[src/hw/adcrf_pkg.sv]
// constants shared by the converter result-status logic
package adcrf_pkg;
   // ===========================================================
   // sizes
   localparam int NUM_CHAN   = 8;
   localparam int CHAN_W     = 3;
   localparam int DATA_W     = 10;
   localparam int ADDR_W     = 8;
   // ===========================================================
   // register byte offsets
   localparam logic [7:0] OFF_CTRL   = 8'h00;
   localparam logic [7:0] OFF_MODE   = 8'h04;
   localparam logic [7:0] OFF_CHEN   = 8'h10;
   localparam logic [7:0] OFF_CHDIS  = 8'h14;
   localparam logic [7:0] OFF_CHSTAT = 8'h18;
   localparam logic [7:0] OFF_STATUS = 8'h1C;
   localparam logic [7:0] OFF_LAST   = 8'h20;
   localparam logic [7:0] OFF_EVT    = 8'h30;
   localparam logic [7:0] OFF_MASK   = 8'h34;
   localparam logic [7:0] OFF_CHRES  = 8'h40;
   localparam logic [7:0] OFF_CHRES_END = 8'h5C;
   // ===========================================================
   // field positions
   localparam int CTRL_START_BIT = 0;
   localparam int MODE_SLEEP_BIT = 0;
   localparam int ST_DONE_LSB    = 0;
   localparam int ST_OVR_LSB     = 8;
   localparam int ST_READY_BIT   = 16;
   localparam int ST_GOVR_BIT    = 17;
   localparam int LAST_CHAN_LSB  = 12;
   localparam int EVT_W          = 3;
   localparam int EVT_STORE_BIT  = 0;
   localparam int EVT_OVR_BIT    = 1;
   localparam int EVT_GOVR_BIT   = 2;
   // ===========================================================
   // bus answers
   localparam logic [1:0] RESP_OKAY   = 2'h0;
   localparam logic [1:0] RESP_SLVERR = 2'h2;
endpackage : adcrf_pkg

[src/hw/adcrf_result_flags.sv]
// converter result registers, status flags and their bus slave
//
// The implementer's own choices: the AXI4-Lite interface to the registers and the register addresses.
`timescale 1ns/1ps
`default_nettype none

module adcrf_result_flags
   import adcrf_pkg::*;
(
   input  wire logic                clk,
   input  wire logic                sys_rst,
   // conversion core
   input  wire logic                coreEoc,
   input  wire logic [CHAN_W-1:0]   coreChan,
   input  wire logic [DATA_W-1:0]   coreData,
   output logic                     startConv,
   output logic [NUM_CHAN-1:0]      chanEnable,
   output logic                     sleepMode,
   output logic                     irq,
   // axi4-lite slave
   input  wire logic [ADDR_W-1:0]   s_axi_awaddr,
   input  wire logic                s_axi_awvalid,
   output logic                     s_axi_awready,
   input  wire logic [31:0]         s_axi_wdata,
   input  wire logic [3:0]          s_axi_wstrb,
   input  wire logic                s_axi_wvalid,
   output logic                     s_axi_wready,
   output logic [1:0]               s_axi_bresp,
   output logic                     s_axi_bvalid,
   input  wire logic                s_axi_bready,
   input  wire logic [ADDR_W-1:0]   s_axi_araddr,
   input  wire logic                s_axi_arvalid,
   output logic                     s_axi_arready,
   output logic [31:0]              s_axi_rdata,
   output logic [1:0]               s_axi_rresp,
   output logic                     s_axi_rvalid,
   input  wire logic                s_axi_rready
);

   // ===========================================================
   // state
   typedef struct packed {
      // write channel
      logic                             awHave;
      logic                             wHave;
      logic [ADDR_W-1:0]                awAddr;
      logic [31:0]                      wData;
      logic [3:0]                       wStrb;

      // bus handshake outputs
      logic                             awReady;
      logic                             wReady;
      logic                             bValid;
      logic [1:0]                       bResp;
      logic                             arReady;
      logic                             rValid;
      logic [1:0]                       rResp;
      logic [31:0]                      rData;

      // channel flags
      logic [NUM_CHAN-1:0]              chEn;
      logic [NUM_CHAN-1:0]              done;
      logic [NUM_CHAN-1:0]              ovr;
      logic                             ready;
      logic                             govr;

      // stored results
      logic [CHAN_W-1:0]                lastChan;
      logic [DATA_W-1:0]                lastData;
      logic [NUM_CHAN-1:0][DATA_W-1:0]  chRes;

      // control and interrupt
      logic                             sleepSet;
      logic                             sleepAct;
      logic                             start;
      logic [EVT_W-1:0]                 evt;
      logic [EVT_W-1:0]                 mask;
      logic                             irq;
   } adcrf_state_t;

   adcrf_state_t q;
   adcrf_state_t d;

   // ===========================================================
   // next state
   always_comb begin
      // write decode
      logic                  doWrite;
      logic                  wrOk;
      logic [31:0]           wMask;
      logic [31:0]           wVal;

      // read decode
      logic                  arTake;
      logic                  rdOk;
      logic [31:0]           rVal;
      logic                  rdStatus;
      logic                  rdLast;
      logic                  rdEvt;
      logic [NUM_CHAN-1:0]   rdChan;

      // flag work
      logic [NUM_CHAN-1:0]   disMask;
      logic [NUM_CHAN-1:0]   enEff;
      logic                  store;
      logic                  newOvr;
      logic                  newGovr;

      // register indices
      logic [CHAN_W-1:0]     rIdx;
      logic [CHAN_W-1:0]     wIdx;

      d        = q;

      // write decode defaults
      doWrite  = 1'b0;
      wrOk     = 1'b0;
      wMask    = '0;
      wVal     = '0;

      // read decode defaults
      arTake   = 1'b0;
      rdOk     = 1'b0;
      rVal     = '0;
      rdStatus = 1'b0;
      rdLast   = 1'b0;
      rdEvt    = 1'b0;
      rdChan   = '0;

      // flag defaults
      disMask  = '0;
      enEff    = '0;
      store    = 1'b0;
      newOvr   = 1'b0;
      newGovr  = 1'b0;

      // word index of each address
      rIdx     = s_axi_araddr[CHAN_W+1:2];
      wIdx     = q.awAddr[CHAN_W+1:2];

      // start is a one-cycle pulse
      d.start  = 1'b0;

      // ========================================================
      // write channel: address and data taken in either order
      if (s_axi_awvalid && q.awReady) begin
         d.awHave = 1'b1;
         d.awAddr = s_axi_awaddr;
      end
      if (s_axi_wvalid && q.wReady) begin
         d.wHave = 1'b1;
         d.wData = s_axi_wdata;
         d.wStrb = s_axi_wstrb;
      end
      if (q.bValid && s_axi_bready) begin
         d.bValid = 1'b0;
      end
      if (q.awHave && q.wHave && !q.bValid) begin
         doWrite  = 1'b1;
         d.awHave = 1'b0;
         d.wHave  = 1'b0;
         d.bValid = 1'b1;
      end
      for (int b = 0; b < 4; b++) begin
         wMask[8*b +: 8] = {8{q.wStrb[b]}};
      end
      wVal = q.wData & wMask;

      if (doWrite) begin
         wrOk = 1'b1;
         unique case (q.awAddr)
            OFF_CTRL: begin
               d.start = wVal[CTRL_START_BIT];
            end
            OFF_MODE: begin
               if (q.wStrb[0]) begin
                  d.sleepSet = wVal[MODE_SLEEP_BIT];
               end
            end
            OFF_CHEN: begin
               d.chEn = q.chEn | wVal[NUM_CHAN-1:0];
            end
            OFF_CHDIS: begin
               disMask = wVal[NUM_CHAN-1:0];
            end
            OFF_MASK: begin
               if (q.wStrb[0]) begin
                  d.mask = wVal[EVT_W-1:0];
               end
            end
            default: begin
               // read-only or unmapped: refused, nothing changes
               wrOk = 1'b0;
            end
         endcase
         d.bResp = wrOk ? RESP_OKAY : RESP_SLVERR;
      end

      // ========================================================
      // read channel: side effects happen in the accept cycle
      if (q.rValid && s_axi_rready) begin
         d.rValid = 1'b0;
      end
      if (s_axi_arvalid && q.arReady) begin
         arTake   = 1'b1;
         d.rValid = 1'b1;
      end
      if (arTake) begin
         rdOk = 1'b1;
         if (s_axi_araddr >= OFF_CHRES &&
             s_axi_araddr <= OFF_CHRES_END &&
             s_axi_araddr[1:0] == 2'h0) begin
            rdChan[rIdx] = 1'b1;
            rVal[DATA_W-1:0] = q.chRes[rIdx];
         end else begin
            unique case (s_axi_araddr)
               OFF_MODE: begin
                  rVal[MODE_SLEEP_BIT] = q.sleepSet;
               end
               OFF_CHSTAT: begin
                  rVal[NUM_CHAN-1:0] = q.chEn;
               end
               OFF_STATUS: begin
                  rdStatus = 1'b1;
                  rVal[ST_DONE_LSB +: NUM_CHAN] = q.done;
                  rVal[ST_OVR_LSB +: NUM_CHAN]  = q.ovr;
                  rVal[ST_READY_BIT] = q.ready;
                  rVal[ST_GOVR_BIT]  = q.govr;
               end
               OFF_LAST: begin
                  rdLast = 1'b1;
                  rVal[DATA_W-1:0] = q.lastData;
                  rVal[LAST_CHAN_LSB +: CHAN_W] = q.lastChan;
               end
               OFF_EVT: begin
                  rdEvt = 1'b1;
                  rVal[EVT_W-1:0] = q.evt;
               end
               OFF_MASK: begin
                  rVal[EVT_W-1:0] = q.mask;
               end
               default: begin
                  // write-only or unmapped: zero data and no side effects
                  rdOk = 1'b0;
               end
            endcase
         end
         d.rData = rVal;
         d.rResp = rdOk ? RESP_OKAY : RESP_SLVERR;
      end

      // ========================================================
      // channel enables; a disable in this cycle already counts
      d.chEn = d.chEn & ~disMask;
      enEff  = q.chEn & ~disMask;
      // disabled channel stores nothing and flags nothing
      store  = coreEoc && enEff[coreChan];

      // ========================================================
      // software clears first, hardware sets after so sets win
      d.done = q.done & ~rdChan;
      if (rdLast) begin
         d.done = '0;
      end
      if (rdStatus) begin
         d.ovr  = '0;
         d.govr = 1'b0;
      end
      if (rdLast) begin
         d.ready = 1'b0;
      end
      if (rdEvt) begin
         d.evt = '0;
      end

      if (store) begin
         d.chRes[coreChan] = coreData;
         d.lastData        = coreData;
         d.lastChan        = coreChan;

         // overruns look at flag values from before this edge
         d.done[coreChan]  = 1'b1;
         // channel reads and disables elsewhere do not block this
         d.ready           = 1'b1;
         newOvr            = q.done[coreChan];
         newGovr           = q.ready;
      end
      if (newOvr) begin
         d.ovr[coreChan] = 1'b1;
      end
      if (newGovr) begin
         // also taken with a status read or channel read this cycle
         d.govr = 1'b1;
      end

      // ========================================================
      // event register feeding the interrupt
      if (store) begin
         d.evt[EVT_STORE_BIT] = 1'b1;
      end
      if (newOvr) begin
         d.evt[EVT_OVR_BIT] = 1'b1;
      end
      if (newGovr) begin
         d.evt[EVT_GOVR_BIT] = 1'b1;
      end
      d.irq = |(d.evt & d.mask);

      // ========================================================
      // sleep: an idle core only drops after a finished conversion;
      // software gets there soonest by writing sleep then start
      if (!d.sleepSet) begin
         d.sleepAct = 1'b0;
      end else if (coreEoc) begin
         d.sleepAct = 1'b1;
      end

      // ready outputs follow from the next busy state
      d.awReady = !d.awHave && !d.bValid;
      d.wReady  = !d.wHave && !d.bValid;
      d.arReady = !d.rValid;
   end

   // ===========================================================
   // registers
   always_ff @(posedge clk) begin
      if (sys_rst) begin
         q <= '0;
      end else begin
         q <= d;
      end
   end

   // ===========================================================
   // outputs, all straight from the state register
   // core side
   assign startConv     = q.start;
   assign chanEnable    = q.chEn;
   assign sleepMode     = q.sleepAct;
   assign irq           = q.irq;

   // write channel
   assign s_axi_awready = q.awReady;
   assign s_axi_wready  = q.wReady;
   assign s_axi_bresp   = q.bResp;
   assign s_axi_bvalid  = q.bValid;

   // read channel
   assign s_axi_arready = q.arReady;
   assign s_axi_rdata   = q.rData;
   assign s_axi_rresp   = q.rResp;
   assign s_axi_rvalid  = q.rValid;

endmodule : adcrf_result_flags

`default_nettype wire

[config.mk]
export PLATFORM = sky130hd
export DESIGN_NAME = adcrf_result_flags
export DESIGN_NICKNAME = d
export VERILOG_FILES = /design/src/hw/adcrf_pkg.sv /design/src/hw/adcrf_result_flags.sv
export SDC_FILE = /design/constraint.sdc
export NUM_CORES = 1
export LEC_CHECK = 0
export BUFFER_PORTS_ARGS = -buffer_cell sky130_fd_sc_hd__buf_2
export CAP_MARGIN = 30
export CORE_MARGIN = 5
export CORE_UTILIZATION = 35
export CTS_CLUSTER_DIAMETER = 60
export DETAILED_ROUTE_END_ITERATION = 10
export SLEW_MARGIN = 20
export SYNTH_ARGS = -nofsm -noshare
export SYNTH_HDL_FRONTEND = slang
export SYNTH_SLANG_ARGS = --single-unit
[constraint.sdc]
create_clock -name clk -period 2.64 [get_ports clk]
set_clock_uncertainty 0.15 [all_clocks]
set_input_delay 0.528 -clock clk [delete_from_list [all_inputs] [get_ports clk]]
set_output_delay 0.528 -clock clk [all_outputs]
set_load 0.02 [all_outputs]
# Word-level counts from Yosys, hierarchy flattened
# Cells that the tools add are included.
# word_totals
out_inout_bits,52
ff_bits,175
# op_classes
n_eq_ne,10
bitwise_logic,13
reduce_logical,28
muxes,73
n_lt_le_gt_ge,6
# ops
cell,count
$mux 8,11
$bwmux 80,1
$mux 1,38
$and 8x8->8,4
$eq 8x5->1 const B,4
$eq 8x6->1 const B,4
$bmux 10 s3,1
$demux 10 s3,1
$mux 10,3
$or 8x8->8,3
$eq 8x3->1 const B,2
$not 8->8,2
$mux 3,5
$pmux 5 s3,1
$logic_and 1x1->1,14
$pmux 2 s5,1
$ge 8x7->1 const B,1
$le 8x7->1 const B,1
$logic_not 8->1,1
$lt 3x4->1 const B,2
$mux 2,4
$bmux 1 s3,2
$demux 1 s3,2
$ge 3x1->1 const B,2
12 further kinds,20

# Longest topological paths before layout
# depth
depth_word,13
ltp_mapped,10
depth_no_buf,6

# Worst setup path before layout
# No wires, ideal clock.
# synth_timing
kind,in2reg
start,input port coreChan[1]
end,register q[94] in the netlist's numbering
slack_ps,125
arrival_time_ps,2249
cell_stages,10
setup_time_ps,116
t_required_ps,2374
path_buffers,4
cell_sequence,clkbuf_1 -> nor3b_1 -> o21ai_0 -> and3_1 -> buf_2 -> nand2_1 -> or3_1 -> buf_4 -> buf_6 -> a31o_2
# synth_via
elab_chain_cells,3
# synth_lines
element,line_no,rtl
"start, declared",adcrf_result_flags.sv:14,"input wire logic [CHAN_W-1:0] coreChan,"
$bmux 1 s3,adcrf_result_flags.sv:257,store = coreEoc && enEff[coreChan];
$mux 1 (implied by the code),adcrf_result_flags.sv:257,
$logic_and 1x1->1,adcrf_result_flags.sv:257,
"end signal, assigned",adcrf_result_flags.sv:328,q <= '0;
"end signal, assigned",adcrf_result_flags.sv:330,q <= d;
"end, declared",adcrf_result_flags.sv:81,adcrf_state_t q;
# No other way between the ends. The select of a mux whose other input is x is not followed.
# A chain may end at the register's enable or synchronous reset.

# Worst setup path in the final report
# layout_timing
start,register q[206] in the netlist's numbering
end,register q[92] in the netlist's numbering
# layout_via
elab_chain_cells,8
# layout_lines
element,line_no,rtl
$eq 8x5->1,adcrf_result_flags.sv:171,unique case (q.awAddr)
$mux 8,adcrf_result_flags.sv:171,
$mux 8,adcrf_result_flags.sv:169,if (doWrite) begin
$not 8->8,adcrf_result_flags.sv:255,enEff = q.chEn & ~disMask;
$and 8x8->8,adcrf_result_flags.sv:255,
$bmux 1 s3,adcrf_result_flags.sv:257,
$mux 1 (implied by the code),adcrf_result_flags.sv:257,
$logic_and 1x1->1,adcrf_result_flags.sv:257,
# No other way between the ends. The select of a mux whose other input is x is not followed.

==> results.tsv <==
metric	value	unit
p_per_area	625	nW/um^2
overflow	0	
r2r_slack	0.11	ns
design_area	9000	sq um
fin_crit_sh	0.957	
numCtsBuffers	17	
synth_ff_type	dfxtp_1	
cts_tree	done	
drive_gt1_frac	0.243	
grt_start_max_net_pins	48	
yosys.area_share.simple	0.196	
setup_viol_count_final	0	
crit_family	simple AND/OR/NAND/NOR gates	
synthTopCellsByCount	dfxtp_1 (173), nand2_1 (89), o21ai_0 (78), nand3_1 (75), nor2_1 (49)	
cts_resized	0	
synth_area	7700	sq um
num_rows	54	
vdd_drop_max	0.338	mV
initial_utilization	0.354	
first_global_vias	5920	
synth.top_cells.by_area	dfxtp_1 (45%), mux4_2 (5.8%), o21ai_0 (5.1%)	
synth_edf_count	0	
cts_max_level	4	
yosysMostFrequentCell	dfxtp_1	
clkSinkCount	173	
antenna_cells	0	
dieArea	25100	sq um
grt_pass1_wl	33300	um
path_cells	or4b_4 > nor4_4 > a21boi_1 > and2b_2 > buf_4 > nor4_1 > buf_4 > a31o_2	
drcViolationCount	0	
worstRegToRegCells	8	
grt_usage	0.169	
clkTransAtPathRegs	0.06	ns
holdBufCountCts	0	
leakage	3.42	nW
ant_nets	0	
vias	6410	
synth_seq_cells	173	
cts_setup_buffers	0	
rsz0062_at_grt	no	
setup_tns	0	ns
hold_end	q[212]	
synthAdderAreaFrac	0	
finalWirelength	20800	um
synth_top_area_frac	0.450	
hold_class	in2reg	
die_height	158	um
worst_hold_startpoint	s_axi_awaddr[6]	
yosysUniqueCellTypes	57	
crit_slowest_cell	or4b_4	
power	5.63	mW
cap_violations	0	
synth_top_family_by_area	simple AND/OR/NAND/NOR gates	
ys_seq_area_frac	0.450	
placed_cell_area	8430	sq um
portBuffers	81	
synth-compound-area-share	0.157	
detail_route.vias_per_cell	5.32	
syn2layout_area_growth	16.9	%
die_width	158	um
first_pass_iters	5	
dp_hpwl	15000	um
holdPathStages	3	
synthCells	848	
crit_buf_inv	2	
crit_required	2.81	ns
core	21800	sq um
pre_cts_ws	0.0509	ns
tightest_slew	0.735	ns
path_max_fanout	14	
status	complete, no violations	
ys_async_sr_fraction	0	
netlist.top_cell.by_area	dfxtp_1	
synthXorXnorAreaFrac	0.00114	
final_cells	1206	
drv_slew	0	
hold_violations	0	
synth_warnings	0	
path_class	reg2reg	
avgSynthCellArea	9.08	sq um
setup_ws	0.112	ns
gp_congestion	0.894	
insertion_delay	0.43	ns
root_buffer	clkbuf_16	
wire_per_inst	17.2	um
slowest_delay	0.58	ns
antenna_found_initial	2	
path_common_cell	buf_4	
final_core_util	0.414	
drt_iter0_drc	509	
slew_headroom	0.507	
r2r_start	q[206]	
cp.arrival	2.70	ns
critPathCaptureType	flip-flop	
max-clock-path-buffers	2	
fmax	396	MHz
holdWs	0.181	ns
synthMuxAreaShare	0.114	
num-nets-final	986	
start_kind	flip-flop	
period_minus_slack	2.53	ns
r2r-end	q[92]	
io_pins	125	
dpl.cell_count	1174	
-- power by group --
group | leakage [nW] | internal (mW) | switching (mW)
clock network | 0.269 | 1.35 | 1.05
registers | 1.40 | 2.68 | 0.0469
logic | 1.75 | 0.182 | 0.316
total | 3.42 | 4.21 | 1.42
-- per-layer routing --
| metal | vias up | routed length [um] | GRT usage |
|---|---|---|---|
| met4 | 4 | 293 | 0.0467 |
| met1 | 3031 | 9640 | 0.235 |
| met3 | 26 | 1380 | 0.0427 |
| met2 | 179 | 9480 | 0.262 |
| met5 | - | 21 | 0 |
| li1 | 3170 | - | - |
-- state kept, by name, summed over array words and instances, names as in the netlist --
signal and count:
s_axi_arready 1, irq 1, s_axi_rvalid 1, s_axi_bvalid 1, s_axi_rdata 18, s_axi_awready 1
sleepMode 1, startConv 1, chanEnable 8, s_axi_bresp 1, q 137, s_axi_wready 1
s_axi_rresp 1
-- logic make-up (layout without fill, tap and decap cells) --
| logic type | after synthesis | in the layout |
|---|---|---|
| DFF | 173 | 173 |
| and+or+nand+nor | 301 | 301 |
| muxes | 61 | 61 |
| xor gates and xnor gates | 1 | 1 |
| other | 1 | 16 |
| AOI/OAI and AO/OA | 194 | 194 |
| buffers and inverters | 117 | 180 |
-- placed cells by master (no fill, tap or decap), types with 4 or more instances in the layout --
master and count:
mux4_2 20, a31o_1 5, a22oi_1 10, nand2b_1 7, a21oi_1 44, nor3_1 11
a221oi_1 5, nor2_1 49, o22ai_1 4, nor2b_1 4, and3_1 6, nor3b_1 5
nand3b_1 4, conb_1 16, clkbuf_16 17, mux2i_1 30, a211oi_1 5, o21ai_0 78
buf_12 5, inv_1 5, nor4_1 19, dfxtp_1 173, a222oi_1 5, nand4_1 6
nand3_1 75, clkinvlp_4 4, a31oi_1 10, buf_2 81, a32o_1 9, nand4b_1 4
buf_4 56, nand2_1 89, mux2_2 11, a31o_2 10
-- worst max-delay path by stage --
stage	from	end	slack (ns)	cells after the start
after floorplan	coreChan[1]	q[94]	0.12	10
after global placement	coreChan[0]	q[109]	-0.19	8
after detailed placement	s_axi_araddr[2]	q[115]	0.05	7
after CTS	q[206]	q[92]	0.13	8
after global routing	q[206]	irq	0.02	8
final	q[206]	q[92]	0.11	8
-- area by class of cell --
| type | instances | area, sq um |
|---|---|---|
| clock buffer | 20 | 457 |
| clock inverter | 12 | 114 |
| multi-input combinational | 573 | 3670 |
| sequential | 173 | 3460 |
| tap | 280 | 350 |
| fill | 2152 | 12800 |
| timing repair buffer | 142 | 926 |
| inverter | 6 | 22.5 |
-- worst min-delay path, cell delays in order --
cell	delay, ns
buf_2	0.09
nand2_1	0.04
a21oi_1	0.05
Power figures use the tool's default switching activity.
